===== config.mk =====
export PLATFORM = sky130hd
export DESIGN_NAME = general_purpose_pin_port
export DESIGN_NICKNAME = d
export VERILOG_FILES = /design/src/inc/gpin_pkg.sv /design/src/rtl/general_purpose_pin_port.sv
export SDC_FILE = /design/constraint.sdc
export NUM_CORES = 1
export LEC_CHECK = 0
export BUFFER_PORTS_ARGS = -buffer_cell sky130_fd_sc_hd__buf_4
export CAP_MARGIN = 20
export CORE_AREA = 2 2 291 178
export DETAILED_ROUTE_END_ITERATION = 8
export DIE_AREA = 0 0 293 180
export GPL_ROUTABILITY_DRIVEN = 0
export PLACE_DENSITY_LB_ADDON = 0.05
export RECOVER_POWER = 25
export SLEW_MARGIN = 20
export SYNTH_ARGS = -nofsm -noshare
export SYNTH_HDL_FRONTEND = slang
export SYNTH_SLANG_ARGS = --single-unit

===== constraint.sdc =====
create_clock -name clk_sys_i -period 3.8 [get_ports clk_sys_i]
set_input_delay 0.19 -clock clk_sys_i [delete_from_list [all_inputs] [get_ports clk_sys_i]]
set_output_delay 0.19 -clock clk_sys_i [all_outputs]
set_load 0.005 [all_outputs]

===== src/inc/gpin_pkg.sv =====
package gpin_pkg;

    localparam int          REG_AW           = 6;
    localparam int          PIN_CNT          = 32;
    localparam int          BANK_PINS        = 16;
    localparam int          BANK_CNT         = 2;
    localparam logic [31:0] CPU_PER_PCLK     = 32'h0000_0006;
    // Byte offsets of the register words
    localparam logic [5:0]  OFS_IDENT        = 6'h00;
    localparam logic [5:0]  OFS_BANK_IRQ_EN  = 6'h08;
    localparam logic [5:0]  OFS_WAY_SELECT   = 6'h10;
    localparam logic [5:0]  OFS_OUT_LATCH    = 6'h14;
    localparam logic [5:0]  OFS_OUT_SET      = 6'h18;
    localparam logic [5:0]  OFS_OUT_CLEAR    = 6'h1c;
    localparam logic [5:0]  OFS_PIN_SAMPLE   = 6'h20;
    localparam logic [5:0]  OFS_RISE_ARM     = 6'h24;
    localparam logic [5:0]  OFS_RISE_DISARM  = 6'h28;
    localparam logic [5:0]  OFS_FALL_ARM     = 6'h2c;
    localparam logic [5:0]  OFS_FALL_DISARM  = 6'h30;
    localparam logic [5:0]  OFS_IRQ_PENDING  = 6'h34;
    // Reset values
    localparam logic [31:0] RST_WAY_SELECT   = 32'hffff_ffff;
    localparam logic [31:0] RST_ZERO         = 32'h0000_0000;
    // Identification word, value arbitrary
    localparam logic [31:0] IDENT_VALUE      = 32'h4000_0100;
    // Answer for unmapped words
    localparam logic [31:0] UNMAPPED_VALUE   = 32'h0000_0000;

    typedef enum logic [1:0] {
        BUS_IDLE,
        BUS_ACK
    } bus_state_t;

endpackage


===== src/rtl/general_purpose_pin_port.sv =====
// Added by the designer: the Avalon-MM interface to the registers and the register offsets.
`timescale 1ns/1ns
// Summary of operation
// - Clock gated until power controller enables it
// - Thirty-two individually controllable pins
// - Two banks of sixteen pins
// - 32-bit registers, pin N at bit N
// - Way bit zero drives pin from latch
// - Way bit one leaves pin undriven
// - Set port drives ones high
// - Clear port drives ones low
// - Latch write replaces every byte-enabled bit
// - Set, clear, latch read return latch
// - Data writes do not affect input pins
// - Sample register returns synchronised input level
// - Sample register returns driven value for outputs
// - Open-drain pins read wired level
// - Software reset keeps configuration and state
// - Power controller reset restores configuration defaults
// - Hardware reset restores all registers
// - Raise interrupt events toward processor
// - Rising, falling, both or no edge
// - Per-bank event enable, bit 0 bank 0
// - Pending flag reads one, write one clears
module general_purpose_pin_port
    import gpin_pkg::*;
#(
    parameter int PINS = PIN_CNT
) (
    input  wire logic              clk_sys_i,      // Peripheral clock
    input  wire logic              nrst_i,         // Hardware reset, async low
    input  wire logic              pwr_clk_en_i,   // Clock enable from power gate
    input  wire logic              pwr_rst_i,      // Power controller reset, high
    input  wire logic              sw_rst_i,       // Software reset, no effect
    input  wire logic [REG_AW-1:0] avs_address,    // Byte address
    input  wire logic              avs_read,       // Read strobe
    input  wire logic              avs_write,      // Write strobe
    input  wire logic [31:0]       avs_writedata,  // Write data
    input  wire logic [3:0]        avs_byteenable, // Byte enables
    output logic [31:0]            avs_readdata,   // Read data
    output logic                   avs_waitrequest,// Wait request
    input  wire logic [PINS-1:0]   general_pins_i, // Pin level in
    input  wire logic [PINS-1:0]   pin_open_drain_i, // Pin has open-drain buffer
    output logic [PINS-1:0]        general_pins_o, // Pin drive value
    output logic [PINS-1:0]        general_pins_oe_o, // Pin drive enable
    output logic [PINS-1:0]        pin_event_o,    // Per-pin event pulse
    output logic [BANK_CNT-1:0]    bank_event_o    // Per-bank event pulse
);

    typedef struct packed {
        bus_state_t          bus;
        logic [31:0]         rdata;
        logic [PINS-1:0]     way;
        logic [PINS-1:0]     latch;
        logic [PINS-1:0]     sync1;
        logic [PINS-1:0]     sync2;
        logic [PINS-1:0]     sample;
        logic [PINS-1:0]     prev;
        logic                prev_ok;
        logic [PINS-1:0]     rise_arm;
        logic [PINS-1:0]     fall_arm;
        logic [PINS-1:0]     pending;
        logic [BANK_CNT-1:0] bank_en;
        logic [PINS-1:0]     pin_ev;
        logic [BANK_CNT-1:0] bank_ev;
        logic [PINS-1:0]     pad_o;
        logic [PINS-1:0]     pad_oe;
    } state_t;

    state_t s_q;
    state_t s_d;

    function automatic logic [31:0] wmask(input logic [3:0] be);
        logic [31:0] m;
        m = 32'h0000_0000;
        for (int i = 0; i < 4; i++) begin
            m[i*8 +: 8] = {8{be[i]}};
        end
        return m;
    endfunction

    function automatic logic [31:0] widen(input logic [PINS-1:0] v);
        logic [31:0] w;
        w = 32'h0000_0000;
        w[PINS-1:0] = v;
        return w;
    endfunction

    // Masked replace of a whole register
    function automatic logic [PINS-1:0] merge(
        input logic [PINS-1:0] old_v,
        input logic [PINS-1:0] new_v,
        input logic [PINS-1:0] m
    );
        return (old_v & ~m) | (new_v & m);
    endfunction

    // Write-one-to-set
    function automatic logic [PINS-1:0] set_bits(
        input logic [PINS-1:0] old_v,
        input logic [PINS-1:0] m
    );
        return old_v | m;
    endfunction

    // Write-one-to-clear
    function automatic logic [PINS-1:0] clr_bits(
        input logic [PINS-1:0] old_v,
        input logic [PINS-1:0] m
    );
        return old_v & ~m;
    endfunction

    // Armed low-to-high changes of the sampled level
    function automatic logic [PINS-1:0] edge_up(
        input logic [PINS-1:0] cur,
        input logic [PINS-1:0] old_v,
        input logic [PINS-1:0] arm
    );
        return cur & ~old_v & arm;
    endfunction

    // Armed high-to-low changes of the sampled level
    function automatic logic [PINS-1:0] edge_down(
        input logic [PINS-1:0] cur,
        input logic [PINS-1:0] old_v,
        input logic [PINS-1:0] arm
    );
        return ~cur & old_v & arm;
    endfunction

    // Drop events of banks that are not enabled
    function automatic logic [PINS-1:0] bank_gate(
        input logic [PINS-1:0]     v,
        input logic [BANK_CNT-1:0] en
    );
        logic [PINS-1:0] g;
        g = v;
        for (int b = 0; b < BANK_CNT; b++) begin
            g[b*BANK_PINS +: BANK_PINS] = v[b*BANK_PINS +: BANK_PINS] & {BANK_PINS{en[b]}};
        end
        return g;
    endfunction

    // Any event per bank
    function automatic logic [BANK_CNT-1:0] bank_any(input logic [PINS-1:0] v);
        logic [BANK_CNT-1:0] a;
        a = '0;
        for (int b = 0; b < BANK_CNT; b++) begin
            a[b] = |v[b*BANK_PINS +: BANK_PINS];
        end
        return a;
    endfunction

    // Outputs read own drive, inputs and open-drain read the wire
    function automatic logic [PINS-1:0] pin_view(
        input logic [PINS-1:0] way,
        input logic [PINS-1:0] od,
        input logic [PINS-1:0] latch,
        input logic [PINS-1:0] lvl
    );
        logic [PINS-1:0] own;
        logic [PINS-1:0] ext;
        own = ~way & ~od;
        ext = way | od;
        return (own & latch) | (ext & lvl);
    endfunction

    // Register word for a read offset
    function automatic logic [31:0] read_word(
        input logic [REG_AW-1:0] addr,
        input state_t            s
    );
        logic [31:0] r;
        r = UNMAPPED_VALUE;
        unique case (addr)
            OFS_IDENT: begin
                r = IDENT_VALUE;
            end
            OFS_BANK_IRQ_EN: begin
                r[BANK_CNT-1:0] = s.bank_en;
            end
            OFS_WAY_SELECT: begin
                r = widen(s.way);
            end
            OFS_OUT_LATCH,
            OFS_OUT_SET,
            OFS_OUT_CLEAR: begin
                r = widen(s.latch);
            end
            OFS_PIN_SAMPLE: begin
                r = widen(s.sample);
            end
            OFS_RISE_ARM,
            OFS_RISE_DISARM: begin
                r = widen(s.rise_arm);
            end
            OFS_FALL_ARM,
            OFS_FALL_DISARM: begin
                r = widen(s.fall_arm);
            end
            OFS_IRQ_PENDING: begin
                r = widen(s.pending);
            end
            default: begin
                r = UNMAPPED_VALUE;
            end
        endcase
        return r;
    endfunction

    logic [31:0]     lane;
    logic [PINS-1:0] bm;
    logic [PINS-1:0] wd;
    logic [PINS-1:0] wm;
    logic [PINS-1:0] live;
    logic [PINS-1:0] rise;
    logic [PINS-1:0] fall;
    logic [PINS-1:0] ev;
    logic            wr_go;
    logic            rd_go;
    logic [31:0]     rd_val;

    always_comb begin
        s_d    = s_q;
        lane   = wmask(avs_byteenable);
        bm     = lane[PINS-1:0];
        wd     = avs_writedata[PINS-1:0];
        wm     = wd & bm;
        wr_go  = 1'b0;
        rd_go  = 1'b0;
        rd_val = UNMAPPED_VALUE;
        rise   = '0;
        fall   = '0;
        ev     = '0;
        live   = '0;

        // Read data loaded on acceptance so it stands while waitrequest is low
        unique case (s_q.bus)
            BUS_IDLE: begin
                if (avs_read || avs_write) begin
                    s_d.bus = BUS_ACK;
                    rd_go   = avs_read;
                end
            end
            BUS_ACK: begin
                s_d.bus = BUS_IDLE;
                wr_go   = avs_write;
            end
            default: begin
                s_d.bus = BUS_IDLE;
            end
        endcase

        // Pin synchroniser, second stage read only
        s_d.sync1 = general_pins_i;
        s_d.sync2 = s_q.sync1;
        // Outputs read own drive, open-drain and inputs read the wire
        live       = pin_view(s_q.way, pin_open_drain_i, s_q.latch, s_q.sync2);
        s_d.sample = live;

        if (pwr_clk_en_i) begin
            // Edge detect on synchronised level, both directions
            s_d.prev    = live;
            s_d.prev_ok = 1'b1;
            if (s_q.prev_ok) begin
                rise = edge_up(live, s_q.prev, s_q.rise_arm);
                fall = edge_down(live, s_q.prev, s_q.fall_arm);
            end
            ev = bank_gate(rise | fall, s_q.bank_en);

            if (rd_go) begin
                rd_val = read_word(avs_address, s_q);
            end

            if (wr_go) begin
                unique case (avs_address)
                    OFS_BANK_IRQ_EN: begin
                        s_d.bank_en = (s_q.bank_en & ~lane[BANK_CNT-1:0])
                                    | (avs_writedata[BANK_CNT-1:0] & lane[BANK_CNT-1:0]);
                    end
                    OFS_WAY_SELECT: begin
                        s_d.way = merge(s_q.way, wd, bm);
                    end
                    OFS_OUT_LATCH: begin
                        s_d.latch = merge(s_q.latch, wd, bm);
                    end
                    OFS_OUT_SET: begin
                        s_d.latch = set_bits(s_q.latch, wm);
                    end
                    OFS_OUT_CLEAR: begin
                        s_d.latch = clr_bits(s_q.latch, wm);
                    end
                    OFS_RISE_ARM: begin
                        s_d.rise_arm = set_bits(s_q.rise_arm, wm);
                    end
                    OFS_RISE_DISARM: begin
                        s_d.rise_arm = clr_bits(s_q.rise_arm, wm);
                    end
                    OFS_FALL_ARM: begin
                        s_d.fall_arm = set_bits(s_q.fall_arm, wm);
                    end
                    OFS_FALL_DISARM: begin
                        s_d.fall_arm = clr_bits(s_q.fall_arm, wm);
                    end
                    OFS_IRQ_PENDING: begin
                        s_d.pending = clr_bits(s_q.pending, wm);
                    end
                    default: begin
                        s_d.pending = s_q.pending;
                    end
                endcase
            end
            // New events win over a same-cycle clear
            s_d.pending = s_d.pending | ev;
        end else if (rd_go) begin
            rd_val = UNMAPPED_VALUE;
        end

        s_d.pin_ev = ev;
        s_d.bank_ev = bank_any(ev);
        if (rd_go) begin
            s_d.rdata = rd_val;
        end

        // Pads: latch drives outputs, inputs never driven
        s_d.pad_o  = s_d.latch;
        s_d.pad_oe = ~s_d.way;

        // Power controller reset restores configuration and clears pending flags, latch kept
        if (pwr_rst_i) begin
            s_d.way      = RST_WAY_SELECT[PINS-1:0];
            s_d.rise_arm = RST_ZERO[PINS-1:0];
            s_d.fall_arm = RST_ZERO[PINS-1:0];
            s_d.bank_en  = RST_ZERO[BANK_CNT-1:0];
            s_d.pending  = RST_ZERO[PINS-1:0];
            s_d.pad_oe   = RST_ZERO[PINS-1:0];
            s_d.prev_ok  = 1'b0;
        end
    end

    // Soft reset input drives no state, so pins survive it
    always_ff @(posedge clk_sys_i or negedge nrst_i) begin
        if (!nrst_i) begin
            s_q.bus      <= BUS_IDLE;
            s_q.rdata    <= RST_ZERO;
            s_q.way      <= RST_WAY_SELECT[PINS-1:0];
            s_q.latch    <= RST_ZERO[PINS-1:0];
            s_q.sync1    <= RST_ZERO[PINS-1:0];
            s_q.sync2    <= RST_ZERO[PINS-1:0];
            s_q.sample   <= RST_ZERO[PINS-1:0];
            s_q.prev     <= RST_ZERO[PINS-1:0];
            s_q.prev_ok  <= 1'b0;
            s_q.rise_arm <= RST_ZERO[PINS-1:0];
            s_q.fall_arm <= RST_ZERO[PINS-1:0];
            s_q.pending  <= RST_ZERO[PINS-1:0];
            s_q.bank_en  <= RST_ZERO[BANK_CNT-1:0];
            s_q.pin_ev   <= RST_ZERO[PINS-1:0];
            s_q.bank_ev  <= RST_ZERO[BANK_CNT-1:0];
            s_q.pad_o    <= RST_ZERO[PINS-1:0];
            s_q.pad_oe   <= RST_ZERO[PINS-1:0];
        end else begin
            s_q <= s_d;
        end
    end

    assign avs_readdata      = s_q.rdata;
    assign avs_waitrequest   = (s_q.bus == BUS_IDLE);
    assign general_pins_o    = s_q.pad_o;
    assign general_pins_oe_o = s_q.pad_oe;
    assign pin_event_o       = s_q.pin_ev;
    assign bank_event_o      = s_q.bank_ev;

endmodule


Word-level counts from Yosys, hierarchy flattened
Index checks and enable logic that the tools add are counted.
Word-level totals
  register bits after elaboration: 391
  input bits: 113
  output and inout bits: 131
  word-level logic and storage cells: 110
Operators by class
  eq/ne operators: 13
  mux-type cells: 27
  bitwise operators: 36
  reductions and logical operators: 18
Operators with widths (number)
  $and 32x32->32: 14
  $mux 32: 10
  $or 32x32->32: 9
  $not 32->32: 7
  $pmux 30 s7: 1
  $mux 99: 2
  $mux 98: 2
  $mux 64: 2
  $pmux 32 s2: 2
  $pmux 32 s3: 1
  $eq 6x6->1 const B: 6
  $and 16x16->16: 2
  $reduce_or 16->1: 2
  $eq 6x5->1 const B: 4
  $pmux 2 s7: 1
  $reduce_and 3->1: 4
  $reduce_bool 3->1: 3
  $eq 6x4->1 const B: 1
  $logic_not 6->1: 1
  $mux 2: 3
  $reduce_bool 2->1: 3
  $and 2x2->2: 2
  $reduce_or 2->1: 2
  $mux 1: 3
  other kinds (7): 7

Depth between registers and ports, before layout
  depth in word-level cells: 14
  depth in mapped cells: 8
  mapped depth without buffers: 5

Worst setup path before layout
OpenSTA, ideal clock, no wires.
  kind: in2reg
  start point: in avs_address[3]
  end point: reg s_q[363] (netlist name)
  library setup time: 0.082 ns
  data arrival time: 1.620 ns
  data required time: 3.718 ns
  path slack: 2.098 ns
  stages: 7
  buffers on the path: 3
  cells stage by stage: buf_6 > or4_4 > nor2_4 > buf_8 > nand3_4 > buf_6 > a211o_1
RTL lines
  from (decl): line general_purpose_pin_port.sv:35  | input wire logic [REG_AW-1:0] avs_address,
  to (decl): line general_purpose_pin_port.sv:70  | state_t s_q;

==> flow_metrics.env <==
export IMPL_layout_common_cells="dfrtp_1, buf_4, a21oi_1"
export IMPL_layout_setup_ws_ps=1310
export IMPL_crit_path_max_incr_delay_ps=780
export IMPL_critPathLaunch="s_q[358]"
export IMPL_layout_cells_most_common="dfrtp_1"
export IMPL_grt_pass1_vias=12900
export IMPL_grt_use_met1_pct=33.5
export IMPL_io_pins=244
export IMPL_coreArea_mm2=0.0502
export IMPL_min_delay_path_class="input pin to flop"
export IMPL_synth_edf_count=0
export IMPL_critPathRequiredTime_ps=4170
export IMPL_dp_slack_ps=1230
export IMPL_wl_um=58000
export IMPL_clk_path_buf_depth=3
export IMPL_grt_max_degree=115
export IMPL_cp_cell_sequence="nor2_1, mux2i_1, mux2i_1, nor4_1, nand4_1"
export IMPL_syn_num_nets=1742
export IMPL_avgRoutedWirePerCell_um=23.5
export IMPL_top_usage_layer="met1"
export IMPL_finalHoldViolations=0
export IMPL_setup_tns_final_ps=0
export IMPL_path_clk_slew_ps=60
export IMPL_synth_cell_type_count=49
export IMPL_timing_final_crit_share_pct=65.5
export IMPL_instances_no_fill=2470
export IMPL_maxCapViolCount=0
export IMPL_dp_cells=2325
export IMPL_start_util_pct=34.7
export IMPL_rsz0062_at_grt="no"
export IMPL_numPortBuffers=242
export IMPL_clock_skew_ps=10.8
export IMPL_placed_area_mm2=0.0189
export IMPL_antenna_left=0
export IMPL_fp_dieW_um=293
export IMPL_hp_start="pin_open_drain_i[22]"
export IMPL_synthTopCellsByArea="dfrtp_1, buf_4, dfstp_2"
export IMPL_synth_area_leader_cell="dfrtp_1"
export IMPL_power_density_mw_per_mm2=439
export IMPL_cts_tree="built"
export IMPL_synth_ff_type="dfrtp_1"
export IMPL_num_vias=13200
export IMPL_grtUsageTotal_pct=21.9
export IMPL_dieHeight_um=180
export IMPL_hpwl_um=36400
export IMPL_ir_worst_vdd_mv=0.317
export IMPL_critPathMostFrequentCell="mux2i_1"
export IMPL_grt_pass1_wl_um=86900
export IMPL_synthCells=1629
export IMPL_dr_pass1_iters=8
export IMPL_globalRouteMet2Util_pct=31.9
export IMPL_leakage_uw=0.00930
export IMPL_cts_buffers=41
export IMPL_syn_area_per_cell_um2=10.7
export IMPL_crit_slowest_cell="nor4_1"
export IMPL_area_growth_pct=20.5
export IMPL_drc=0
export IMPL_path_max_fanout=4
export IMPL_gr_total_overflow=0
export IMPL_finalSetupViolCount=0
export IMPL_synth_area_mm2=0.0174
export IMPL_outcome="complete, no violations"
export IMPL_htreeDepth=2
export IMPL_clock_sinks=390
export IMPL_dieArea_mm2=0.0527
export IMPL_clock_latency_ps=550
export IMPL_post_cts_resized=0
export IMPL_drive_above_1_share_pct=19.7
export IMPL_arrival_ps=2860
export IMPL_antenna_found_initial=1
export IMPL_nNetsFinal=1890
export IMPL_final_area_mm2=0.0210
export IMPL_slew_headroom_pct=35.9
export IMPL_drtIter0Drc=1275
export IMPL_slew_viol_final=0
export IMPL_fillers=4864
export IMPL_critPathLaunchType="flop"
export IMPL_cts_root_buffer="clkbuf_16"
export IMPL_period_minus_slack_ps=2490
export IMPL_rr_startpoint="s_q[358]"
export IMPL_tightest_slew_ps=952
export IMPL_via_per_inst=5.35
export IMPL_yosys_area_top_type_share_pct=51.4
export IMPL_synthArstFlopShare_pct=100
export IMPL_yosysWarnings=0
export IMPL_crit_type="flop to flop"
export IMPL_ys_seq_elements=390
export IMPL_endpoint_kind="flop"
export IMPL_ys_seq_area_share_pct=56.3
export IMPL_core_rowCount=64
export IMPL_timing_fmax_mhz=402
export IMPL_use_met3_pct=3.81
## worst max-delay path, delay by kind of cell (launching register included)
kind | cells | cell delay [ps]
flip-flops | 1 | 590
multiplexers | 2 | 680
AND/OR/NAND/NOR | 3 | 1050
## cell usage after synthesis (4+ instances only)
master    number
dfrtp_1      358
and3_1        14
a211o_1       32
nand2_1       95
nand3_1       32
buf_6          5
a222oi_1      62
a22o_1        34
a31oi_1       34
buf_4        140
nor4_1         9
and2_1        34
dfstp_2       32
nand3_4        4
o21ai_0       95
mux2i_1       66
nor2b_1       32
a22oi_1        4
buf_2         24
inv_1         66
nand2b_1       6
o31ai_1       31
nand3b_1      32
a21oi_1      120
nor2_1       108
clkbuf_1      65
a211oi_1      32
nor3_1        34
## timing repair
item,CTS,global route
hold endpoints to repair,212,0
hold buffers,69,0
setup buffers,0,0
## through the flow
| step | total power (uW) | hold WS (ps) | utilization, % |
|---|---|---|---|
| detailed placement | 5140 | 300 | 37.7 |
| global placement | 5130 | 299 | 37.7 |
| finish | 9220 | 24.3 | 41.8 |
| floorplan | 4750 | -106 | - |
| CTS | 9360 | 1.80 | 41.8 |
| global route | 9620 | 23.5 | 41.8 |
## metal layers
layer / vias up / part of all wire, %
met1: 6655 / 48
met2: 464 / 43
met3: 81 / 6.3
met4: 2 / 2.0
li1: 6016 / -
met5: - / 0.059
## final cells by class
class | count | area [um2] | share of cell area (%)
Antenna cell | 1 | 2.50 | 0.0119
Clock buffer | 70 | 1310 | 6.23
Clock inverter | 5 | 53.8 | 0.256
Inverter | 66 | 248 | 1.18
Multi-Input combinational cell | 933 | 5900 | 28.1
Sequential cell | 390 | 9800 | 46.7
Tap cell | 660 | 826 | 3.93
Timing Repair Buffer | 345 | 2860 | 13.6
## final timing paths
kind                                    to  slack [ps]  depth (start not counted)
max                        bank_event_o[0]        1310                          5
min                               s_q[251]          20                          4
max reg2reg                bank_event_o[0]        1310                          5
min reg2reg                       s_q[287]         340                          0
max in group asynchronous         s_q[383]        2420                          3
min in group asynchronous         s_d[280]         310                          2
## sequential cells by signal, summed over array words and instances (netlist names)
| name | count |
|---|---|
| bank_event_o | 2 |
| s_q | 228 |
| pin_event_o | 32 |
| avs_readdata | 32 |
| general_pins_oe_o | 32 |
| s_d | 32 |
| general_pins_o | 32 |
## kinds of logic after synthesis
| group | synth area share (%) |
|---|---|
| muxes | 3.79 |
| DFF | 56.3 |
| xor gates and xnor gates | 0.0503 |
| AOI/OAI and AO/OA | 17.6 |
| and+or+nand+nor | 12.2 |
| buffers and inverters | 10.1 |
## power by group
part | leakage (uW) | internal (uW) | switching (uW)
combinational | 0.00368 | 281 | 418
clock | 0.000670 | 2400 | 1710
sequential | 0.00495 | 4300 | 109
total | 0.00930 | 6980 | 2240
Note: power is estimated with default switching activity, not from simulation.
